[config.mk]
export PLATFORM = sky130hd
export DESIGN_NAME = serializer_mode_select
export DESIGN_NICKNAME = d
export VERILOG_FILES = /design/src/hdl/mode_select_pkg.sv /design/src/hdl/pin_sync.sv /design/src/hdl/serializer_mode_select.sv
export VERILOG_INCLUDE_DIRS = /design/src /design/src/hdl
export SDC_FILE = /design/constraint.sdc
export NUM_CORES = 1
export LEC_CHECK = 0
export BUFFER_PORTS_ARGS = -buffer_cell sky130_fd_sc_hd__buf_2
export CAP_MARGIN = 20
export CELL_PAD_IN_SITES_DETAIL_PLACEMENT = 0
export CELL_PAD_IN_SITES_GLOBAL_PLACEMENT = 1
export CORE_MARGIN = 2
export CORE_UTILIZATION = 30
export DETAILED_ROUTE_END_ITERATION = 10
export PLACE_DENSITY = 0.75
export REMOVE_ABC_BUFFERS = 1
export SYNTH_ARGS = -nofsm -noshare
export SYNTH_HDL_FRONTEND = slang
export SYNTH_HIERARCHICAL = 1
export SYNTH_SLANG_ARGS = --single-unit
[constraint.sdc]
create_clock -name pclk -period 1 [get_ports pclk]
set_input_delay 0.05 -clock pclk [delete_from_list [all_inputs] [get_ports pclk]]
set_output_delay 0.05 -clock pclk [all_outputs]
set_load 0.03 [all_outputs]
[src/hdl/mode_select_consts.svh]
/*
 * constants for the serializer mode select block: register offsets, field
 * positions, reset values and encodings. assumes inclusion by bare name.
 */
`ifndef MODE_SELECT_CONSTS_SVH
`define MODE_SELECT_CONSTS_SVH

// ****************************************************************
// register offsets (byte addresses)
// ****************************************************************
`define OFS_FEATURE_DISABLE 12'h000
`define OFS_STATUS 12'h004
`define OFS_PINS 12'h008

// ****************************************************************
// feature disable register fields
// ****************************************************************
`define FEAT_W 5
`define FEAT_EDH 0
`define FEAT_PID 1
`define FEAT_CSUM 2
`define FEAT_TRS 3
`define FEAT_REMAP 4
`define FEAT_DIS_RESET 5'h00
`define FEAT_ALL 5'h1f
`define FEAT_NONE 5'h00

// ****************************************************************
// status register fields
// ****************************************************************
`define ST_MODE_LSB 0
`define ST_WIDE 2
`define ST_SCRAMBLE 3
`define ST_ASI_ENC 4
`define ST_FEAT_LSB 8

// ****************************************************************
// pin register fields
// ****************************************************************
`define PIN_TRANSPORT 0
`define PIN_VIDEO 1
`define PIN_WIDTH 2
`define PIN_MASTER 3

// ****************************************************************
// bus constants
// ****************************************************************
`define ADDR_W 12
`define WORD_ZERO 32'h0000_0000

`endif

[src/hdl/mode_select_pkg.sv]
/*
 * types for the serializer mode select block.
 * assumes mode_select_consts.svh is on the include path.
 */
package mode_select_pkg;
  `include "mode_select_consts.svh"

  typedef enum logic [1:0] {
    MODE_PASS,
    MODE_VIDEO,
    MODE_TRANSPORT,
    MODE_CONFLICT
  } transport_mode_t;

  typedef struct packed {
    logic transport_mode_pin;
    logic video_path_enable_pin;
    logic bus_width_select;
    logic processing_master_enable;
  } ctrl_pins_t;

  typedef struct packed {
    transport_mode_t mode;
    logic wide_bus;
    logic scramble_en;
    logic asi_encode_en;
    logic [`FEAT_W-1:0] feature_en;
  } mode_ctrl_t;
endpackage

[src/hdl/pin_sync.sv]
/*
 * two-flop synchroniser for a group of static control pins.
 * assumes the pins are asynchronous to pclk and change slowly.
 */
`timescale 1ns/10ps
module pin_sync (
  input wire logic pclk,
  input wire logic presetn,
  input mode_select_pkg::ctrl_pins_t pins_in,
  output mode_select_pkg::ctrl_pins_t pins_out
);
  import mode_select_pkg::*;

  ctrl_pins_t meta_reg;
  ctrl_pins_t sync_reg;

  // ****************************************************************
  // two flip-flop stages
  // ****************************************************************
  always_ff @(posedge pclk or negedge presetn) begin
    if (!presetn) begin
      meta_reg <= '0;
      sync_reg <= '0;
    end else begin
      meta_reg <= pins_in;
      sync_reg <= meta_reg;
    end
  end

  assign pins_out = sync_reg;
endmodule

[src/hdl/serializer_mode_select.sv]
/*
 * serializer mode select: decodes static control pins into transport mode,
 * input bus width and processing feature enables; apb register access.
 * assumes an apb master on pclk and slowly changing asynchronous pins.
 */
// Notes on behaviour
// - transport high and video low selects asi mode: sync insert, 8b/10b
// - transport pin low means no asi encoding
// - width select applies in every mode except asi: video, pass-through and conflict
// - in asi mode width select is ignored
// - width high gives 20-bit words, low gives 10-bit words
// - master enable high enables the five processing features in video mode only
// - host keeps master high and sets disable bits to drop features
// - master enable low disables every feature regardless of register
// - video high and transport low selects video mode with scrambling
// - video pin low: no scrambling, no features
`timescale 1ns/10ps
`include "mode_select_consts.svh"
module serializer_mode_select (
  input wire logic pclk,
  input wire logic presetn,
  input wire logic psel,
  input wire logic penable,
  input wire logic pwrite,
  input wire logic [11:0] paddr,
  input wire logic [31:0] pwdata,
  output logic [31:0] prdata,
  output logic pready,
  output logic pslverr,
  input mode_select_pkg::ctrl_pins_t pins,
  output mode_select_pkg::mode_ctrl_t mode_ctrl
);
  import mode_select_pkg::*;

  ctrl_pins_t pins_sync;
  logic [`FEAT_W-1:0] feature_disable_reg;
  mode_ctrl_t ctrl_next;
  mode_ctrl_t ctrl_reg;
  logic [31:0] prdata_reg;
  logic pslverr_reg;
  logic wr_en;
  logic rd_en;

  // ****************************************************************
  // pin synchroniser
  // ****************************************************************
  pin_sync u_sync (
    .pclk(pclk),
    .presetn(presetn),
    .pins_in(pins),
    .pins_out(pins_sync)
  );

  // ****************************************************************
  // mode decode
  // ****************************************************************
  function automatic transport_mode_t decode_mode(input ctrl_pins_t p);
    unique case ({p.transport_mode_pin, p.video_path_enable_pin})
      2'b10: decode_mode = MODE_TRANSPORT;
      2'b01: decode_mode = MODE_VIDEO;
      2'b00: decode_mode = MODE_PASS;
      2'b11: decode_mode = MODE_CONFLICT;
    endcase
  endfunction

  always_comb begin
    ctrl_next.mode = decode_mode(pins_sync);
    // width only counts outside asi mode
    ctrl_next.wide_bus = (ctrl_next.mode != MODE_TRANSPORT) &&
                         pins_sync.bus_width_select;
    ctrl_next.scramble_en = (ctrl_next.mode == MODE_VIDEO);
    ctrl_next.asi_encode_en = (ctrl_next.mode == MODE_TRANSPORT);
    if (ctrl_next.mode == MODE_VIDEO && pins_sync.processing_master_enable) begin
      ctrl_next.feature_en = `FEAT_ALL & ~feature_disable_reg;
    end else begin
      ctrl_next.feature_en = `FEAT_NONE;
    end
  end

  always_ff @(posedge pclk or negedge presetn) begin
    if (!presetn) begin
      ctrl_reg <= '0;
    end else begin
      ctrl_reg <= ctrl_next;
    end
  end

  assign mode_ctrl = ctrl_reg;

  // ****************************************************************
  // apb slave
  // ****************************************************************
  assign wr_en = psel && penable && pwrite;
  assign rd_en = psel && !penable && !pwrite;
  assign pready = 1'b1;
  assign prdata = prdata_reg;
  assign pslverr = pslverr_reg;

  function automatic logic addr_known(input logic [11:0] a);
    addr_known = (a == `OFS_FEATURE_DISABLE) || (a == `OFS_STATUS) ||
                 (a == `OFS_PINS);
  endfunction

  always_ff @(posedge pclk or negedge presetn) begin
    if (!presetn) begin
      feature_disable_reg <= `FEAT_DIS_RESET;
    end else if (wr_en && paddr == `OFS_FEATURE_DISABLE) begin
      feature_disable_reg <= pwdata[`FEAT_W-1:0];
    end
  end

  // ****************************************************************
  // read word layouts
  // ****************************************************************
  function automatic logic [31:0] disable_word(input logic [`FEAT_W-1:0] d);
    disable_word = `WORD_ZERO;
    disable_word[`FEAT_W-1:0] = d;
  endfunction

  function automatic logic [31:0] status_word(input mode_ctrl_t c);
    status_word = `WORD_ZERO;
    status_word[`ST_MODE_LSB +: $bits(transport_mode_t)] = c.mode;
    status_word[`ST_WIDE] = c.wide_bus;
    status_word[`ST_SCRAMBLE] = c.scramble_en;
    status_word[`ST_ASI_ENC] = c.asi_encode_en;
    status_word[`ST_FEAT_LSB +: `FEAT_W] = c.feature_en;
  endfunction

  function automatic logic [31:0] pins_word(input ctrl_pins_t p);
    pins_word = `WORD_ZERO;
    pins_word[`PIN_TRANSPORT] = p.transport_mode_pin;
    pins_word[`PIN_VIDEO] = p.video_path_enable_pin;
    pins_word[`PIN_WIDTH] = p.bus_width_select;
    pins_word[`PIN_MASTER] = p.processing_master_enable;
  endfunction

  always_ff @(posedge pclk or negedge presetn) begin
    if (!presetn) begin
      prdata_reg <= `WORD_ZERO;
    end else if (rd_en) begin
      unique case (paddr)
        `OFS_FEATURE_DISABLE: prdata_reg <= disable_word(feature_disable_reg);
        `OFS_STATUS: prdata_reg <= status_word(ctrl_reg);
        `OFS_PINS: prdata_reg <= pins_word(pins_sync);
        default: prdata_reg <= `WORD_ZERO;
      endcase
    end
  end

  always_ff @(posedge pclk or negedge presetn) begin
    if (!presetn) begin
      pslverr_reg <= 1'b0;
    end else if (psel && !penable) begin
      pslverr_reg <= !addr_known(paddr);
    end else if (!psel) begin
      pslverr_reg <= 1'b0;
    end
  end

  // ****************************************************************
  // mode checks
  // ****************************************************************
  chk_asi_mode_select: assert property (
    @(posedge pclk) disable iff (!presetn)
    (pins_sync.transport_mode_pin && !pins_sync.video_path_enable_pin)
    |=> (mode_ctrl.mode == MODE_TRANSPORT && mode_ctrl.asi_encode_en))
    else $error("asi mode not selected");

  chk_no_asi_encode: assert property (
    @(posedge pclk) disable iff (!presetn)
    !pins_sync.transport_mode_pin
    |=> !mode_ctrl.asi_encode_en)
    else $error("asi encoding with transport pin low");

  chk_video_mode: assert property (
    @(posedge pclk) disable iff (!presetn)
    (pins_sync.video_path_enable_pin && !pins_sync.transport_mode_pin)
    |=> (mode_ctrl.mode == MODE_VIDEO && mode_ctrl.scramble_en))
    else $error("video mode not selected");

  chk_video_off: assert property (
    @(posedge pclk) disable iff (!presetn)
    !pins_sync.video_path_enable_pin
    |=> (!mode_ctrl.scramble_en && mode_ctrl.feature_en == `FEAT_NONE))
    else $error("video path active while off");

  chk_pass_mode: assert property (
    @(posedge pclk) disable iff (!presetn)
    (!pins_sync.video_path_enable_pin && !pins_sync.transport_mode_pin)
    |=> (mode_ctrl.mode == MODE_PASS && !mode_ctrl.asi_encode_en
         && !mode_ctrl.scramble_en))
    else $error("pass-through not selected");

  chk_conflict_quiet: assert property (
    @(posedge pclk) disable iff (!presetn)
    (pins_sync.transport_mode_pin && pins_sync.video_path_enable_pin)
    |=> (mode_ctrl.mode == MODE_CONFLICT && !mode_ctrl.scramble_en
         && !mode_ctrl.asi_encode_en && mode_ctrl.feature_en == `FEAT_NONE))
    else $error("mode entered with both mode pins high");

  // ****************************************************************
  // width checks
  // ****************************************************************
  chk_width_follows: assert property (
    @(posedge pclk) disable iff (!presetn)
    !pins_sync.transport_mode_pin
    |=> (mode_ctrl.wide_bus == $past(pins_sync.bus_width_select)))
    else $error("width not taken from select");

  chk_width_ignored: assert property (
    @(posedge pclk) disable iff (!presetn)
    (mode_ctrl.mode == MODE_TRANSPORT)
    |-> !mode_ctrl.wide_bus)
    else $error("width used in asi mode");

  chk_width_pin_path: assert property (
    @(posedge pclk) disable iff (!presetn)
    ($rose(pins.bus_width_select) && !pins.transport_mode_pin)
    ##1 (pins.bus_width_select && !pins.transport_mode_pin) [*3]
    |-> ##1 mode_ctrl.wide_bus)
    else $error("wide bus not reached after sync");

  // ****************************************************************
  // feature checks
  // ****************************************************************
  chk_all_features: assert property (
    @(posedge pclk) disable iff (!presetn)
    (decode_mode(pins_sync) == MODE_VIDEO && pins_sync.processing_master_enable
     && feature_disable_reg == `FEAT_NONE)
    |=> (mode_ctrl.feature_en == `FEAT_ALL))
    else $error("features not all enabled");

  chk_feature_subset: assert property (
    @(posedge pclk) disable iff (!presetn)
    ((mode_ctrl.feature_en & $past(feature_disable_reg)) == `FEAT_NONE))
    else $error("disabled feature active");

  chk_feature_kept: assert property (
    @(posedge pclk) disable iff (!presetn)
    (decode_mode(pins_sync) == MODE_VIDEO && pins_sync.processing_master_enable)
    |=> (mode_ctrl.feature_en == (`FEAT_ALL & ~$past(feature_disable_reg))))
    else $error("enabled feature suppressed");

  chk_master_off: assert property (
    @(posedge pclk) disable iff (!presetn)
    !pins_sync.processing_master_enable
    |=> (mode_ctrl.feature_en == `FEAT_NONE))
    else $error("feature on with master low");

  // ****************************************************************
  // sync checks
  // ****************************************************************
  chk_sync_latency: assert property (
    @(posedge pclk) disable iff (!presetn)
    $changed(pins)
    |-> ##3 (mode_ctrl.mode == decode_mode($past(pins, 3))))
    else $error("pin change not decoded three edges later");

  chk_sync_hold: assert property (
    @(posedge pclk) disable iff (!presetn)
    $changed(pins)
    |-> ##2 (mode_ctrl.mode == decode_mode($past(pins, 3))))
    else $error("pin change decoded before synchronisation");

  // ****************************************************************
  // bus checks
  // ****************************************************************
  chk_unmapped_error: assert property (
    @(posedge pclk) disable iff (!presetn)
    (psel && !penable && !addr_known(paddr))
    |=> pslverr)
    else $error("unmapped access without error");

  chk_error_clears: assert property (
    @(posedge pclk) disable iff (!presetn)
    !psel
    |=> !pslverr)
    else $error("error response left standing");

  chk_disable_write: assert property (
    @(posedge pclk) disable iff (!presetn)
    (wr_en && paddr == `OFS_FEATURE_DISABLE)
    |=> (feature_disable_reg == $past(pwdata[`FEAT_W-1:0])))
    else $error("disable bits not written");

  chk_disable_keep: assert property (
    @(posedge pclk) disable iff (!presetn)
    !(wr_en && paddr == `OFS_FEATURE_DISABLE)
    |=> $stable(feature_disable_reg))
    else $error("disable bits changed without a write");

  chk_read_status: assert property (
    @(posedge pclk) disable iff (!presetn)
    (rd_en && paddr == `OFS_STATUS)
    |=> (prdata == status_word($past(ctrl_reg))))
    else $error("status read does not match mode");

  chk_read_pins: assert property (
    @(posedge pclk) disable iff (!presetn)
    (rd_en && paddr == `OFS_PINS)
    |=> (prdata == pins_word($past(pins_sync))))
    else $error("pin read does not match synchronised pins");
endmodule

==> out/metrics.cfg <==
[status]
status = complete, no violations

[clocking]
cts-buffers-inserted = 5
cts_root_buffer = clkbuf_8
clk_pin_slew_ps = 70
cts_tree = yes
cts_num_sinks = 34
h-tree-depth = 2
insertion_delay_ps = 270
cts_setup_buffers = 0
cts_buffer_depth = 2

[synthesis]
synth_compound_area_frac = 0.06805
async_flop_share = 1.000
yosysTopAreaCellShare = 0.5643
netlist_top_cells_count = dfrtp_1, buf_4, nand2_1, o21ai_0
synthMuxAreaShare = 0.07137
synth_cell_types = 27
synth_flop_cell = dfrtp_1
synthAdderAreaFrac = 0
ys_ff_latch = 34
synth-simple-area-share = 0.1485
synth-edff-count = 0
synthesis.area_sq_mm = 0.001508
synthTopCellsByArea = dfrtp_1, buf_4, o21ai_0
seq_area_frac_synth = 0.5643
yosys_warnings = 6
synth_top_area_cell = dfrtp_1
synth_top_family_by_area = simple AND/OR/NAND/NOR gates
post-synth-top-count-cell = dfrtp_1
synthXorXnorAreaFrac = 0
synth_cells = 127
avgSynthCellArea_sq_um = 11.87

[layout]
syn_to_final_growth_pct = 31.54
fill_cells = 488
layout.nets = 245
layout-drive-gt1-share = 0.3886
antenna_cells = 0
design_area_sq_mm = 0.001983
postLayoutCoreUtil = 0.4144

[critical_path]
crit_cells = 3
crit_required_ps = 1150
end_kind = flop
crit_chain = mux2i_1, a2bb2oi_2, o21ai_0
worstPathMaxFanout = 3
cpMaxStageDelayCell = dfrtp_1
arrival_ps = 1080
reg2reg_depth = 3
cp_top_family = flip-flops
critical_path_buf_inv_count = 0
critical_path.max_stage_delay_ps = 410
path_class = flop to flop
cp-start-kind = flop

[pwr]
p_sw_frac = 0.2614
comb_power_share = 0.146
p_clk_frac = 0.351
p_leak_uw = 0.001036
power-per-cell-area_mw_per_mm2 = 1439
ir_drop_mv = 1.076
intPower_uw = 2108
seq_power_share = 0.503
p_switching_uw = 745.8

[drt]
ant_nets = 0
via_count = 1055
post-route-drc-count = 0
dr.pass1.iters = 4
route.detailed.wl_per_inst_um = 11.73
routed_wl_mm = 3.049
vias_per_cell = 4.058
initialDrtViolationCount = 48

[timing]
slew_viol_final = 0
post-route-min-period_ps = 930.1
final-setup-viol-count = 0
clock.fmax_mhz = 1075
finalClockSkew_ps = 5.473
hold_viol = 0
finalCritPeriodShare = 0.9301
rsz0062_at_grt = yes

[grt]
grt_overflow_total = 0
antenna_found_initial = 0
grt_pass1_vias = 1019
grt_pass1_wl_mm = 4.588
met2_usage = 0.1715
grt_use_total = 0.1115
grt_max_degree = 35
grt_use_met1 = 0.1464
busiest_layer = met2
use_met3 = 0.04953

[floorplanning]
rows = 25
start_util = 0.3150
dieHeight_um = 74.89
ioPinCount = 97
core_area_sq_mm = 0.004786
die_w_um = 74.89
dieArea_sq_mm = 0.005609

[min_path]
hp-class = primary input to flop
hold-path-cell-count = 2

[job]
maxCapViolCount = 0

[placement]
placed_area_sq_mm = 0.001792
dp_hpwl_mm = 2.355
place_congestion = 0.7244
port_buffers = 46

-- stage by stage --
| step | setup WS (ps) | cells | total power (uW) | hold slack [ps] | setup TNS, ps |
|---|---|---|---|---|---|
| after CTS | 41.60 | 259 | 2894 | 5.144 | 0 |
| after floorplan | -36.01 | 121 | 1672 | -245.6 | -124.6 |
| after global placement | -176.8 | 244 | 1840 | 18.25 | -2367 |
| after detailed placement | -208.4 | 244 | 1846 | 23.53 | -2719 |
| after global routing | -3.953 | 260 | 3020 | 4.393 | -3.953 |
| final | 69.92 | 260 | 2853 | 16.67 | 0 |
-- worst paths after layout --
check                           slack (ps)                endpoint                   start
worst max register to register          70               prdata[1]  feature_disable_reg[1]
max in group asynchronous              550            mode_ctrl[1]                 presetn
min in group asynchronous              280            mode_ctrl[9]                 presetn
worst min register to register         350      u_sync/pins_out[1]      u_sync/meta_reg[1]
worst min-delay path                    20  feature_disable_reg[1]               pwdata[1]
worst max-delay path                    70               prdata[1]  feature_disable_reg[1]
-- power by group through the flow --
stage,clock network (uW),logic (uW),registers [uW]
after floorplan,0,173,1500
final,1000,417,1440
after global routing,1130,451,1440
after CTS,1050,406,1430
after detailed placement,0,386,1460
after global placement,0,381,1460
-- timing repair --
action / in CTS / in global routing
endpoints found under the setup margin: 0 / 5
resized for setup: 0 / 8
endpoints found under the hold margin: 40 / 1
hold buffers: 7 / 1
-- layer usage --
layer / share of wire / wire (um) / vias up
met5: 0 / 0 / -
met4: 0.0046 / 14 / 0
met2: 0.46 / 1417 / 54
met3: 0.091 / 277 / 2
li1: - / - / 508
met1: 0.44 / 1340 / 491
-- cell usage in the layout (no fill, tap or decap), types with 2 or more instances in the layout --
cell type      Yosys  final
buf_2              1     46
dfrtp_1           34     34
conb_1             2     23
nand2_1           11     10
buf_4             23      9
dlygate4sd3_1      0      8
o21ai_0           10      6
clkbuf_8           0      6
nor2_1             5      5
inv_1              5      5
nor2b_1            4      4
o21ai_1            0      4
mux2i_1            4      4
mux2_1             3      3
mux2_2             3      3
nor4_4             2      2
nand4_1            2      2
nand3_1            2      2
a2bb2oi_2          0      2
a2bb2oi_1          4      2
-- logic make-up after synthesis --
kind of cell | count (synthesis)
compound gates | 16
buf+inv | 32
flops | 34
mux | 10
other cells | 2
simple gates | 33
-- cell type report --
type / count / area, sq um / area share
multi-input combinational: 82 / 540.5 / 0.2726
tap: 67 / 83.83 / 0.04227
clock buffer: 7 / 86.33 / 0.04353
sequential: 34 / 850.8 / 0.4290
inverter: 5 / 18.77 / 0.009464
timing repair buffer: 64 / 397.9 / 0.2006
clock inverter: 1 / 5.005 / 0.002524
Power figures use the tool's default switching activity.
